[src/supply_ctrl_pkg.sv]
// package: register map, field widths, codes and timing for the supply control block
package supply_ctrl_pkg;
  // register offsets (byte addresses)
  localparam logic [7:0] ADDR_CTRL       = 8'h00; // cmd strobes / config
  localparam logic [7:0] ADDR_STATUS     = 8'h04; // fault and output state
  localparam logic [7:0] ADDR_CURR_SET   = 8'h08; // current setpoint
  localparam logic [7:0] ADDR_VOLT_SET   = 8'h0C; // voltage setpoint (from recall)
  localparam logic [7:0] ADDR_OC_LIMIT   = 8'h10; // overcurrent limit
  localparam logic [7:0] ADDR_OC_CMD     = 8'h14; // limit keyword command
  localparam logic [7:0] ADDR_RAMP_UP    = 8'h18; // ramp-up time, tenths of second
  localparam logic [7:0] ADDR_RAMP_DN    = 8'h1C; // ramp-down time, tenths of second
  localparam logic [7:0] ADDR_PRE_IDX    = 8'h20; // preset index
  localparam logic [7:0] ADDR_PRE_VOLT   = 8'h24; // preset voltage of indexed location
  localparam logic [7:0] ADDR_PRE_CURR   = 8'h28; // preset current of indexed location
  localparam logic [7:0] ADDR_PRE_LIST   = 8'h2C; // voltage high half, current low half
  // ctrl register bit positions
  localparam int CTRL_OUT_EN    = 0; // output enable request
  localparam int CTRL_FOLDBACK  = 1; // foldback enable
  localparam int CTRL_PON_LAST  = 2; // power-on policy: 1 = restore last
  localparam int CTRL_CLR_FAULT = 3; // fault latch clear strobe
  localparam int CTRL_DEV_RST   = 4; // device reset strobe
  localparam int CTRL_PRE_CLR   = 5; // preset clear strobe
  localparam int CTRL_PRE_REC   = 6; // preset recall strobe
  // status bit positions
  localparam int ST_OUT_ON  = 0;
  localparam int ST_TRIP    = 1;
  localparam int ST_OV_L    = 2;
  localparam int ST_OC_L    = 3;
  localparam int ST_OT_L    = 4;
  localparam int ST_AC_L    = 5;
  localparam int ST_FOLD    = 6;
  // widths and scales (values in units of 1/1000 of rated, 16 bit)
  localparam int          VAL_W        = 16;
  localparam logic [15:0] RATED        = 16'h03E8; // 1000 = 100 % rated
  localparam logic [15:0] OC_MIN_VAL   = 16'h0064; // 10 %
  localparam logic [15:0] OC_MAX_VAL   = 16'h044C; // 110 %
  localparam logic [7:0]  RAMP_MAX     = 8'h63;    // 9.9 s in tenths
  localparam int          PRE_DEPTH    = 16;
  localparam logic [1:0]  OC_KEY_MIN   = 2'h1;
  localparam logic [1:0]  OC_KEY_MAX   = 2'h2;
  // foldback trip delay
  localparam int          CLK_HZ       = 10_000_000;
  localparam int          TRIP_MS      = 500;      // 0.5 second
  localparam int          TRIP_CYC     = CLK_HZ / 1000 * TRIP_MS;
  // command bus carrier
  typedef struct packed {
    logic [7:0]  addr;
    logic [31:0] wdata;
    logic        wr;
    logic        rd;
  } bus_req_t;
  // fault inputs from the power stage
  typedef struct packed {
    logic ov; // overvoltage
    logic oc; // overcurrent hardware fault
    logic ot; // overtemperature
    logic ac; // mains failure
  } fault_in_t;
endpackage : supply_ctrl_pkg

[src/supply_protect_preset_ctrl.sv]
// supply control: fault latch, current limits, foldback, ramps, presets
//
// Contract
// - clear command clears latched output-off faults
// - ov/oc always latch; ot/ac latch if off-policy
// - restore-last policy: ot/ac never latched
// - clear only when all fault sources gone
// - successful clear restores pre-fault output enable
// - current setpoint zero to rated, read back
// - limit 10 to 110 percent; max keyword
// - min keyword copies current setpoint into limit
// - device reset returns limit to maximum
// - remote limit stays active in local mode
// - foldback trips after 0.5 s in cc
// - foldback query reads one when enabled
// - trip query reads one when tripped
// - ramp-down time 0.0 to 9.9 seconds
// - ramp-up time 0.0 to 9.9 seconds
// - preset clear erases all locations at once
// - sixteen presets each voltage and current
// - preset current store and read back
// - preset voltage store and read back
// - recall when off loads setpoints only
// - recall when on drives output immediately
// - listing returns voltage then current
// - off-policy powers up with output disabled
`timescale 1ns/100ps
module supply_protect_preset_ctrl #(
  parameter int TRIP_CYCLES = supply_ctrl_pkg::TRIP_CYC // foldback delay, shortenable
) (
  input  wire logic                      i_clk_sys,   // system clock 10 MHz
  input  wire logic                      i_nrst,      // sync reset, active low
  input  wire supply_ctrl_pkg::bus_req_t i_bus,       // register request
  input  wire supply_ctrl_pkg::fault_in_t i_fault,    // live fault conditions
  input  wire logic                      i_cc_mode,   // stage in constant current
  input  wire logic [15:0]               i_meas_curr, // measured current
  input  wire logic                      i_local,     // front panel local mode
  output logic [31:0]                    o_rdata,     // read data, cycle after strobe
  output logic                           o_out_en,    // power stage output enable
  output logic [15:0]                    o_volt_set,  // voltage setpoint to stage
  output logic [15:0]                    o_curr_set,  // current setpoint to stage
  output logic [15:0]                    o_disp_volt, // voltage display value
  output logic [15:0]                    o_disp_curr, // current display value
  output logic [7:0]                     o_ramp_up,   // ramp-up time to stage
  output logic [7:0]                     o_ramp_dn    // ramp-down time to stage
);

  // clamp a value into an inclusive range
  function automatic logic [15:0] clamp16(input logic [15:0] v, input logic [15:0] lo,
                                          input logic [15:0] hi);
    if (v < lo) begin
      clamp16 = lo;
    end else if (v > hi) begin
      clamp16 = hi;
    end else begin
      clamp16 = v;
    end
  endfunction : clamp16

  // clamp a ramp time to 9.9 s
  function automatic logic [7:0] clamp_ramp(input logic [31:0] v);
    if (v > {24'h000000, supply_ctrl_pkg::RAMP_MAX}) begin
      clamp_ramp = supply_ctrl_pkg::RAMP_MAX;
    end else begin
      clamp_ramp = v[7:0];
    end
  endfunction : clamp_ramp

  // decoded write strobes
  logic wr_ctrl;
  logic wr_curr;
  logic wr_lim;
  logic wr_key;
  logic wr_rup;
  logic wr_rdn;
  logic wr_idx;
  logic wr_pv;
  logic wr_pc;

  // state registers
  logic        out_req_r;    // software output enable
  logic        foldback_r;   // foldback enable
  logic        pon_last_r;   // power-on policy restore-last
  logic        ov_l_r;       // latched overvoltage
  logic        oc_l_r;       // latched overcurrent
  logic        ot_l_r;       // latched overtemperature
  logic        ac_l_r;       // latched mains failure
  logic        trip_r;       // foldback trip flag
  logic        pre_fault_r;  // output enable saved at fault entry
  logic [15:0] curr_r;       // current setpoint
  logic [15:0] volt_r;       // voltage setpoint
  logic [15:0] lim_r;        // overcurrent limit
  logic [7:0]  rup_r;        // ramp-up tenths
  logic [7:0]  rdn_r;        // ramp-down tenths
  logic [3:0]  idx_r;        // preset index
  logic [31:0] trip_cnt_r;   // foldback timer
  logic [15:0] pre_v [supply_ctrl_pkg::PRE_DEPTH]; // preset voltages
  logic [15:0] pre_c [supply_ctrl_pkg::PRE_DEPTH]; // preset currents

  // combinational helpers
  logic any_latched;
  logic src_active;
  logic clr_ok;
  logic latch_new;
  logic over_lim;

  // address decode for writes
  always_comb begin
    wr_ctrl = 1'b0;
    wr_curr = 1'b0;
    wr_lim  = 1'b0;
    wr_key  = 1'b0;
    wr_rup  = 1'b0;
    wr_rdn  = 1'b0;
    wr_idx  = 1'b0;
    wr_pv   = 1'b0;
    wr_pc   = 1'b0;
    if (!i_bus.wr) begin
      wr_ctrl = 1'b0;
    end else if (i_bus.addr == supply_ctrl_pkg::ADDR_CTRL) begin
      wr_ctrl = 1'b1;
    end else if (i_bus.addr == supply_ctrl_pkg::ADDR_CURR_SET) begin
      wr_curr = 1'b1;
    end else if (i_bus.addr == supply_ctrl_pkg::ADDR_OC_LIMIT) begin
      wr_lim = 1'b1;
    end else if (i_bus.addr == supply_ctrl_pkg::ADDR_OC_CMD) begin
      wr_key = 1'b1;
    end else if (i_bus.addr == supply_ctrl_pkg::ADDR_RAMP_UP) begin
      wr_rup = 1'b1;
    end else if (i_bus.addr == supply_ctrl_pkg::ADDR_RAMP_DN) begin
      wr_rdn = 1'b1;
    end else if (i_bus.addr == supply_ctrl_pkg::ADDR_PRE_IDX) begin
      wr_idx = 1'b1;
    end else if (i_bus.addr == supply_ctrl_pkg::ADDR_PRE_VOLT) begin
      wr_pv = 1'b1;
    end else if (i_bus.addr == supply_ctrl_pkg::ADDR_PRE_CURR) begin
      wr_pc = 1'b1;
    end
  end

  // fault bookkeeping
  always_comb begin
    any_latched = ov_l_r | oc_l_r | ot_l_r | ac_l_r | trip_r;
    src_active  = i_fault.ov | i_fault.oc | i_fault.ot | i_fault.ac
                | (foldback_r & i_cc_mode & over_lim);
    // clear accepted only with every source gone
    clr_ok      = wr_ctrl & i_bus.wdata[supply_ctrl_pkg::CTRL_CLR_FAULT]
                & ~src_active;
    latch_new   = i_fault.ov | i_fault.oc
                | (~pon_last_r & (i_fault.ot | i_fault.ac));
    over_lim    = i_meas_curr > lim_r;
  end

  // configuration bits; off-policy reset leaves output disabled
  always_ff @(posedge i_clk_sys) begin
    if (!i_nrst) begin
      out_req_r  <= 1'b0;
      foldback_r <= 1'b0;
      pon_last_r <= 1'b0;
    end else if (clr_ok) begin
      // successful clear puts back the enable held before the fault
      out_req_r  <= pre_fault_r;
      foldback_r <= i_bus.wdata[supply_ctrl_pkg::CTRL_FOLDBACK];
      pon_last_r <= i_bus.wdata[supply_ctrl_pkg::CTRL_PON_LAST];
    end else if (wr_ctrl) begin
      out_req_r  <= i_bus.wdata[supply_ctrl_pkg::CTRL_OUT_EN];
      foldback_r <= i_bus.wdata[supply_ctrl_pkg::CTRL_FOLDBACK];
      pon_last_r <= i_bus.wdata[supply_ctrl_pkg::CTRL_PON_LAST];
    end
  end

  // fault latches; a new fault wins over a clear in the same cycle
  always_ff @(posedge i_clk_sys) begin
    if (!i_nrst) begin
      ov_l_r <= 1'b0;
      oc_l_r <= 1'b0;
      ot_l_r <= 1'b0;
      ac_l_r <= 1'b0;
    end else begin
      ov_l_r <= i_fault.ov | (ov_l_r & ~clr_ok);
      oc_l_r <= i_fault.oc | (oc_l_r & ~clr_ok);
      // restore-last policy holds no temperature or mains latch
      ot_l_r <= ~pon_last_r & (i_fault.ot | (ot_l_r & ~clr_ok));
      ac_l_r <= ~pon_last_r & (i_fault.ac | (ac_l_r & ~clr_ok));
    end
  end

  // foldback timer and trip flag
  always_ff @(posedge i_clk_sys) begin
    if (!i_nrst) begin
      trip_cnt_r <= 32'h00000000;
      trip_r     <= 1'b0;
    end else begin
      if (foldback_r && i_cc_mode && over_lim) begin
        if (trip_cnt_r < TRIP_CYCLES - 1) begin
          trip_cnt_r <= trip_cnt_r + 32'h00000001;
        end else begin
          trip_r <= 1'b1;
        end
      end else begin
        trip_cnt_r <= 32'h00000000; // disabled or condition gone: no trip
        if (clr_ok) begin
          trip_r <= 1'b0;
        end
      end
    end
  end

  // remember output enable at fault entry, restore after clear
  always_ff @(posedge i_clk_sys) begin
    if (!i_nrst) begin
      pre_fault_r <= 1'b0;
    end else if (!any_latched) begin
      pre_fault_r <= out_req_r;
    end
  end

  // output enable drive
  always_ff @(posedge i_clk_sys) begin
    if (!i_nrst) begin
      o_out_en <= 1'b0;
    end else if (any_latched || latch_new) begin
      o_out_en <= 1'b0;
    end else begin
      o_out_en <= out_req_r; // out_req_r restored from pre_fault_r on clear
    end
  end

  // setpoints, limit and ramps; local mode does not touch the limit
  always_ff @(posedge i_clk_sys) begin
    if (!i_nrst) begin
      curr_r <= 16'h0000;
      volt_r <= 16'h0000;
      lim_r  <= supply_ctrl_pkg::OC_MAX_VAL;
      rup_r  <= 8'h00;
      rdn_r  <= 8'h00;
    end else begin
      if (wr_ctrl && i_bus.wdata[supply_ctrl_pkg::CTRL_DEV_RST]) begin
        lim_r <= supply_ctrl_pkg::OC_MAX_VAL;
      end else if (wr_lim) begin
        lim_r <= clamp16(i_bus.wdata[15:0], supply_ctrl_pkg::OC_MIN_VAL,
                         supply_ctrl_pkg::OC_MAX_VAL);
      end else if (wr_key && i_bus.wdata[1:0] == supply_ctrl_pkg::OC_KEY_MAX) begin
        lim_r <= supply_ctrl_pkg::OC_MAX_VAL;
      end else if (wr_key && i_bus.wdata[1:0] == supply_ctrl_pkg::OC_KEY_MIN) begin
        lim_r <= curr_r;
      end
      if (wr_curr) begin
        curr_r <= clamp16(i_bus.wdata[15:0], 16'h0000, supply_ctrl_pkg::RATED);
      end else if (wr_ctrl && i_bus.wdata[supply_ctrl_pkg::CTRL_PRE_REC]) begin
        curr_r <= pre_c[idx_r];
      end
      if (wr_ctrl && i_bus.wdata[supply_ctrl_pkg::CTRL_PRE_REC]) begin
        volt_r <= pre_v[idx_r];
      end
      if (wr_rup) begin
        rup_r <= clamp_ramp(i_bus.wdata);
      end
      if (wr_rdn) begin
        rdn_r <= clamp_ramp(i_bus.wdata);
      end
    end
  end

  // preset index
  always_ff @(posedge i_clk_sys) begin
    if (!i_nrst) begin
      idx_r <= 4'h0;
    end else if (wr_idx) begin
      idx_r <= i_bus.wdata[3:0];
    end
  end

  // preset memory; clear erases every location in one cycle
  always_ff @(posedge i_clk_sys) begin
    if (!i_nrst || (wr_ctrl && i_bus.wdata[supply_ctrl_pkg::CTRL_PRE_CLR])) begin
      for (int k = 0; k < supply_ctrl_pkg::PRE_DEPTH; k++) begin
        pre_v[k] <= 16'h0000;
        pre_c[k] <= 16'h0000;
      end
    end else begin
      if (wr_pv) begin
        pre_v[idx_r] <= clamp16(i_bus.wdata[15:0], 16'h0000,
                                supply_ctrl_pkg::RATED);
      end
      if (wr_pc) begin
        pre_c[idx_r] <= clamp16(i_bus.wdata[15:0], 16'h0000,
                                supply_ctrl_pkg::RATED);
      end
    end
  end

  // stage and display outputs follow setpoints; recall never sets output on
  always_ff @(posedge i_clk_sys) begin
    if (!i_nrst) begin
      o_volt_set  <= 16'h0000;
      o_curr_set  <= 16'h0000;
      o_disp_volt <= 16'h0000;
      o_disp_curr <= 16'h0000;
      o_ramp_up   <= 8'h00;
      o_ramp_dn   <= 8'h00;
    end else begin
      o_volt_set  <= volt_r;
      o_curr_set  <= curr_r;
      o_disp_volt <= volt_r;
      o_disp_curr <= curr_r;
      o_ramp_up   <= rup_r;
      o_ramp_dn   <= rdn_r;
    end
  end

  // read data, valid the cycle after the read strobe only
  always_ff @(posedge i_clk_sys) begin
    if (!i_nrst || !i_bus.rd) begin
      o_rdata <= 32'h00000000;
    end else if (i_bus.addr == supply_ctrl_pkg::ADDR_CTRL) begin
      o_rdata <= {29'h00000000, pon_last_r, foldback_r, out_req_r};
    end else if (i_bus.addr == supply_ctrl_pkg::ADDR_STATUS) begin
      o_rdata <= {25'h0000000, foldback_r, ac_l_r, ot_l_r, oc_l_r, ov_l_r,
                  trip_r, o_out_en};
    end else if (i_bus.addr == supply_ctrl_pkg::ADDR_CURR_SET) begin
      o_rdata <= {16'h0000, curr_r};
    end else if (i_bus.addr == supply_ctrl_pkg::ADDR_VOLT_SET) begin
      o_rdata <= {16'h0000, volt_r};
    end else if (i_bus.addr == supply_ctrl_pkg::ADDR_OC_LIMIT) begin
      o_rdata <= {16'h0000, lim_r};
    end else if (i_bus.addr == supply_ctrl_pkg::ADDR_RAMP_UP) begin
      o_rdata <= {24'h000000, rup_r};
    end else if (i_bus.addr == supply_ctrl_pkg::ADDR_RAMP_DN) begin
      o_rdata <= {24'h000000, rdn_r};
    end else if (i_bus.addr == supply_ctrl_pkg::ADDR_PRE_IDX) begin
      o_rdata <= {28'h0000000, idx_r};
    end else if (i_bus.addr == supply_ctrl_pkg::ADDR_PRE_VOLT) begin
      o_rdata <= {16'h0000, pre_v[idx_r]};
    end else if (i_bus.addr == supply_ctrl_pkg::ADDR_PRE_CURR) begin
      o_rdata <= {16'h0000, pre_c[idx_r]};
    end else if (i_bus.addr == supply_ctrl_pkg::ADDR_PRE_LIST) begin
      o_rdata <= {pre_v[idx_r], pre_c[idx_r]};
    end else begin
      o_rdata <= 32'h00000000; // unmapped reads zero
    end
  end

endmodule : supply_protect_preset_ctrl

[config.mk]
export PLATFORM = sky130hd
export DESIGN_NAME = supply_protect_preset_ctrl
export DESIGN_NICKNAME = d
export VERILOG_FILES = /design/src/supply_ctrl_pkg.sv /design/src/supply_protect_preset_ctrl.sv
export SDC_FILE = /design/constraint.sdc
export NUM_CORES = 1
export LEC_CHECK = 0
export CORE_MARGIN = 2
export CORE_UTILIZATION = 40
export CTS_BUF_LIST = sky130_fd_sc_hd__clkbuf_8
export CTS_CLUSTER_DIAMETER = 150
export DETAILED_ROUTE_END_ITERATION = 10
export DONT_BUFFER_PORTS = 1
export SETUP_SLACK_MARGIN = 0.2
export SYNTH_ARGS = -nofsm -noshare
export SYNTH_HDL_FRONTEND = slang
export SYNTH_SLANG_ARGS = --single-unit
[constraint.sdc]
create_clock -name i_clk_sys -period 3.1 [get_ports i_clk_sys]
set_input_delay 0.31 -clock i_clk_sys [delete_from_list [all_inputs] [get_ports i_clk_sys]]
set_output_delay 0.31 -clock i_clk_sys [all_outputs]
set_load 0.02 [all_outputs]
==> results by group, run 1 <==
Route
  – Drt pass-1 iters: 6
  – Number of DRC markers in iteration 0: 1,812
  – WL final: 84,300 um
  – Vias: 19,697
  – Remaining routing DRC violations: 0
  – Avg Vias per Cell: 5.42
  – Antenna-violating nets left: 0
  – Drt wl/cell: 23.2 um

Power
  – Combinational Power Share: 0.040
  – Power Density: 544 mW/mm2
  – Clock power frac: 0.406
  – VDD IR max: 0.291 mV
  – Internal: 14.9 mW
  – Reg power frac: 0.554
  – Psw: 4.24 mW
  – Switch share: 0.222
  – Leak: about 13 nW

Critical path
  – Worst setup SP type: input pin
  – Kind of critical path: input pin to flip-flop
  – Critical Path AT: 3.30 ns
  – Max FO, Critical Path: 32
  – Data required, critical path: roughly 3.6 ns
  – Endpoint type of the worst setup path: flip-flop

Finish
  – Final Instance Area: between 0.03 and 0.04 mm2
  – Area Overhead vs Synth: 16.5%
  – # fillers: 6,521
  – Nets: between 2,000 and 3,000
  – Final core utilization: 0.471
  – Layout Cells excl Fill: 3,636
  – Share of layout cells above drive strength 1: 0.188

Timing
  – Clk_skew: 0.0302 ns
  – Relative slew slack: 0.173
  – Worst-margin pin slew: 1.24 ns
  – Slew Limit Fails: 0
  – Final Hold Fails: 0
  – Final setup fails: 0
  – RSZ-0062 raised after global routing: no
  – TNS Setup: 0 ns
  – Fin crit period: 2.84 ns
  – Period utilisation layout: 0.915
  – Fmax: 353 MHz

Die
  – FP Rows: 100
  – Die ar.: 0.0776 mm2
  – IO Pins: 179
  – Starting density of the core: 0.404
  – Die X: 279 um
  – DIE HEIGHT: 279 um
  – Std-Cell Core Area: 0.0746 mm2

Yosys
  – Seq cells post-synth: 706
  – Most frequent cell after synthesis: edfxtp_1
  – Average size of a mapped cell: between 10 and 15 um2
  – Sequential cell area fraction in the yosys report: 0.638
  – Share of flip-flops with an asynchronous set or reset: 0
  – Mapped Area: 0.0302 mm2
  – Most used DFF post-synth: edfxtp_1
  – Post-synthesis cell type count: 75
  – Top cell type's share of synthesized area: 0.510
  – Top cells by area, synth: edfxtp_1, dfxtp_1, mux4_2
  – Post-synth top cells: edfxtp_1, nor2_1, dfxtp_1, nand2_1, mux4_2
  – Area leader, netlist: edfxtp_1
  – Number of flops mapped to enable cells by yosys: 512
  – Ys Warns: 0
  – Syn Inst Count: 2,283

Clock network
  – H-tree depth: 3
  – TritonCTS clock tree: built
  – Clk_lat worst skew: about 0.73 ns
  – CTS root buf: clkbuf_8
  – Clock Path Buffers: 3
  – Worst-path clk slew: 0.06 ns
  – CTS sink cnt: 706
  – CTS Buf Count: 109

Global routing
  – Initial antenna violation count: 2
  – Largest net degree at the start of global routing: approximately 130
  – GRT Total Usage: 0.217
  – Global-route wire length before repair: between 100,000 and 150,000 um
  – Gr ovfl total: 0
  – Vias in the first global route: about 20,000

Worst hold path
  – Hold Crit Class: input pin to flip-flop

Status
  – Status: finished clean

Run
  – Max Cap Violations: 0

Placed design
  – IO Port Bufs: 0
  – Placement-stage cell area: 0.0326 mm2
  – Placed cells: 3,402
  – Final GP Congestion: between 0.9 and 1
  – HPWL Detailed: 58,400 um
==> cells in the final DEF, fill, tap and decap left out, types with 6 or more instances in the layout <==
master	count
conb_1	192
dlygate4sd3_1	28
o211a_1	8
a21oi_1	57
a211oi_1	16
mux2i_1	51
nor2b_1	26
inv_1	82
a221oi_1	13
nand2_1	188
nor3_2	6
clkinv_2	12
mux2_2	13
xor2_1	17
mux4_2	141
a31oi_1	8
buf_12	23
bufinv_16	6
nor2_1	399
o21ai_0	41
clkbuf_8	120
nand3_1	60
and2_1	66
a21boi_0	22
and3_1	17
o22ai_1	15
clkinv_1	15
nor3_1	17
nand4_1	19
o221ai_1	8
nor3b_1	6
or3_1	7
ha_1	17
buf_4	138
nor4_1	10
edfxtp_1	512
dfxtp_1	189
nor2_2	6
==> stage by stage <==
stage	setup slack [ns]	total power, mW	hold slack (ns)
finish	0.264	19.1	0.0544
global route	0.156	19.8	0.0620
CTS	0.263	19.2	0.00423
detailed placement	0.380	11.5	0.436
global placement	0.412	11.4	0.425
floorplan	0.464	11.2	0.415
==> worst paths after layout <==
check	from	endpoint	slack, ns	cells after the start
hold reg to reg	trip_cnt_r[29]	trip_cnt_r[29]	0.44	2
setup reg to reg	lim_r[2]	ot_l_r	0.34	11
setup / recovery	i_bus[36]	pre_c[13][12]	0.26	7
hold / removal	i_bus[6]	lim_r[5]	0.05	4
==> registers in the layout, summed over array words and instances, names as in the netlist, 16 cells and up, named ones only <==
signal and count:
trip_cnt_r 32, o_rdata 32, lim_r 16, pre_c 256, o_disp_volt 16, curr_r 16, pre_v 256, volt_r 16
o_disp_curr 16
==> power by group through the flow <==
stage | clock network [mW] | logic [mW] | registers, mW
detailed placement | 0 | 0.680 | 10.8
CTS | 7.91 | 0.757 | 10.6
global placement | 0 | 0.673 | 10.7
floorplan | 0 | 0.427 | 10.7
global route | 8.33 | 0.820 | 10.6
finish | 7.75 | 0.766 | 10.6
==> what timing repair did <==
| action | 4_1_cts | 5_1_grt |
|---|---|---|
| resized for setup | 0 | 4 |
| hold buffers | 29 | 0 |
| hold endpoints to repair | 236 | 0 |
| setup buffers | 0 | 2 |
| setup endpoints to repair | 0 | 1 |
==> layout make-up <==
type	count	area, um2	share of cell area
sequential	706	19300	0.549
multi-input combinational	1526	10500	0.299
timing repair buffer	190	1800	0.0513
clock buffer	120	1650	0.0470
tap	969	1210	0.0345
clock inverter	82	544	0.0155
inverter	42	158	0.00449
antenna	1	2.50	0.0000712
==> critical path: stages <==
cell,delay (ns)
dlygate4sd3_1,1.35
or4_4,0.37
nor3_2,0.07
a21boi_2,0.23
buf_4,0.39
nand2_1,0.30
buf_12,0.24
==> layer usage <==
layer  part of all wire  track usage  vias to the layer above
met5                  0            0                        -
met4              0.046        0.100                        0
met3              0.070       0.0352                      192
met2               0.48        0.358                      901
met1               0.41        0.281                     9825
li1                   -            -                     8779
==> kinds of logic (layout without fill, tap and decap cells) <==
| kind of cell | count (synthesis) | count (layout) | share of synthesized area |
|---|---|---|---|
| other | 1 | 193 | 0.000124 |
| AOI/OAI and AO/OA | 235 | 235 | 0.0522 |
| buffers and inverters | 242 | 434 | 0.0389 |
| adders and majority gates | 17 | 17 | 0.00705 |
| muxes | 205 | 205 | 0.127 |
| xor gates and xnor gates | 19 | 19 | 0.00552 |
| and+or+nand+nor | 858 | 858 | 0.131 |
| DFF | 706 | 706 | 0.638 |
Power figures use the tool's default switching activity.
==> run 2, diff against run 1 <==
--- a/config.mk
+++ b/config.mk
@@ -11,6 +11,7 @@
 export CTS_CLUSTER_DIAMETER = 150
 export DETAILED_ROUTE_END_ITERATION = 10
 export DONT_BUFFER_PORTS = 1
+export PLACE_DENSITY = 0.64
 export SETUP_SLACK_MARGIN = 0.2
 export SYNTH_ARGS = -nofsm -noshare
 export SYNTH_HDL_FRONTEND = slang
==> run 2 against run 1 <==
- final cell count shrank 0.39%
- clock skew grew 0.016 ns
- power shrank 0.60%
- worst hold slack lost 0.0080 ns
- combinational power shrank 2%
- critical path depth is the same
- die area is the same
- sequential share of layout area grew 0.44 points
- sequential cell count is the same
- core utilization shrank 0.38 points
- register-to-register slack gained 0.08 ns
- largest power group unchanged
==> results by group, run 2 (same netlist as run 1, synthesis figures left out) <==
Finish
  – Final core utilization: 0.467
  – Most frequent cells in the layout: edfxtp_1, nor2_1, conb_1
  – Area Overhead vs Synth: 15.5%
  – Layout Cells excl Fill: 3,622
  – Nets: between 2,000 and 3,000
  – # fillers: 6,564
  – Commonest non-fill, non-tap cell in the layout: edfxtp_1
  – Share of layout cells above drive strength 1: 0.187
  – Top Registers: pre_c: 256 flops, pre_v: 256 flops

Critical path
  – Kind of critical path: input pin to flip-flop
  – Max FO, Critical Path: 32
  – Reg2reg start: lim_r[14]
  – Slowest cell on the critical path: dlygate4sd3_1
  – Endpoint type of the worst setup path: flip-flop
  – Critical Path Max Stage Delay: 0.95 ns
  – Data required, critical path: 3.51 ns
  – Worst r2r path cells: 9
  – CP cell instances: dlygate4sd3_1, or4_4, nor3_2, a21boi_2, buf_4, nand2_1, buf_12
  – R2r endpoint: ot_l_r
  – R2R Setup Slk: 0.42 ns
  – Critical Path AT: ~3.2 ns
  – Worst setup SP type: input pin

Timing
  – TNS Setup: 0 ns
  – Relative slew slack: 0.243
  – Period utilisation layout: 0.908
  – Worst-margin pin slew: 1.13 ns
  – RSZ-0062 raised after global routing: no
  – Fin crit period: roughly 2.8 ns
  – Final setup fails: 0
  – Fmax: around 360 MHz
  – Final Hold Fails: 0
  – Clk_skew: 0.0463 ns
  – Worst hold margin: 0.0464 ns
  – Slew Limit Fails: 0

Global routing
  – Vias in the first global route: slightly below 20,000
  – Global-route wire length before repair: 126,000 um
  – Gr ovfl total: 0
  – Largest net degree at the start of global routing: about 130
  – Initial antenna violation count: 1
  – GRT Total Usage: 0.218

Power
  – Combinational Power Share: 0.039
  – Leak: around 13 nW
  – Internal: 14.7 mW
  – Switch share: 0.226
  – Psw: between 4 and 5 mW
  – Reg power frac: 0.557
  – VDD IR max: 0.279 mV
  – Power Density: around 540 mW/mm2
  – Clock power frac: 0.404
  – Final Power: 19.0 mW

Die
  – Die ar.: 0.0776 mm2
  – Starting density of the core: 0.404
  – DIE HEIGHT: 279 um
  – Die X: 279 um
  – IO Pins: 179
  – FP Rows: 100
  – Std-Cell Core Area: 0.0746 mm2

Placed design
  – IO Port Bufs: 0
  – HPWL Detailed: 58,100 um
  – Placed cells: between 3,000 and 4,000
  – Final GP Congestion: 0.948

Clock network
  – CTS root buf: clkbuf_8
  – Worst-path clk slew: about 0.06 ns
  – CTS sink cnt: 706
  – H-tree depth: 3
  – TritonCTS clock tree: built
  – Clk_lat worst skew: 0.74 ns
  – CTS Buf Count: ~110
  – Clock Path Buffers: 3
  – Postcts setup bufs: 0

Worst hold path
  – Hold_sp: i_bus[36]
  – Hold Crit Class: input pin to flip-flop
  – Worst hold path depth: 4
  – Hold endpoint: o_rdata[6]

Route
  – Drt pass-1 iters: 6
  – Avg Vias per Cell: about 5.4
  – WL final: approximately 85,000 um
  – Drt wl/cell: 23.4 um
  – Number of DRC markers in iteration 0: 1,854
  – Antenna-violating nets left: 0
  – Remaining routing DRC violations: 0
  – Vias: 19,559

Status
  – Status: finished clean

Run
  – Max Cap Violations: 0
-- run 2: final cells by class --
| class | instances | area (um2) | share of cell area |
|---|---|---|---|
| diodes | 1 | 2.50 | 0.0000718 |
| inverters | 42 | 158 | 0.00452 |
| well taps | 969 | 1210 | 0.0348 |
| clock buffers | 120 | 1650 | 0.0474 |
| flip-flops and latches | 706 | 19300 | 0.553 |
| clock inverters | 80 | 502 | 0.0144 |
| multi-input cells | 1526 | 10500 | 0.301 |
| repair buffers | 178 | 1580 | 0.0452 |
-- run 2: power groups by stage --
stage                     combinational (mW)  sequential (mW)  clock, mW
after floorplan                        0.427             10.7          0
after global placement                 0.658             10.7          0
after detailed placement               0.663             10.8          0
after CTS                              0.737             10.6       7.82
after global routing                   0.799             10.6       8.21
final                                  0.748             10.6       7.66
-- run 2: how the worst max path moves through the flow --
stage               endpoint      start  slack, ns
2_1_floorplan   pre_c[12][0]  i_bus[34]       0.46
3_3_place_gp     o_rdata[14]  flip-flop       0.39
3_5_place_dp     o_rdata[14]  flip-flop       0.40
4_1_cts          o_rdata[23]     i_nrst       0.38
5_1_grt               ot_l_r  lim_r[14]       0.20
6_report       pre_c[14][14]  i_bus[36]       0.28
-- run 2: metrics by stage --
stage | worst slack (ns) | cell area, um2
4_1_cts | 0.376 | 34800
5_1_grt | 0.203 | 34900
3_5_place_dp | 0.399 | 32400
2_1_floorplan | 0.464 | 30900
6_report | 0.284 | 34900
3_3_place_gp | 0.391 | 32400
-- run 2: repair_timing --
action | 4_1_cts | 5_1_grt
hold buffers | 28 | 1
hold endpoints to repair | 192 | 16
gates resized for setup | 0 | 1
endpoints found under the setup margin | 0 | 2
-- run 2: routing by layer --
layer  vias to the layer above  wire (um)  GRT usage  share of wire
met3                       190       5940     0.0316          0.070
met1                      9747      34000      0.283           0.40
li1                       8738          -          -              -
met5                         -          0          0              0
met2                       884      41100      0.361           0.48
met4                         0       3720      0.101          0.044
-- run 2: critical path: cells and delay by family --
family                 cells  cell delay [ns]
AO/OA/AOI/OAI              1             0.13
AND/OR/NAND/NOR            3             1.34
buffers and inverters      3             1.42
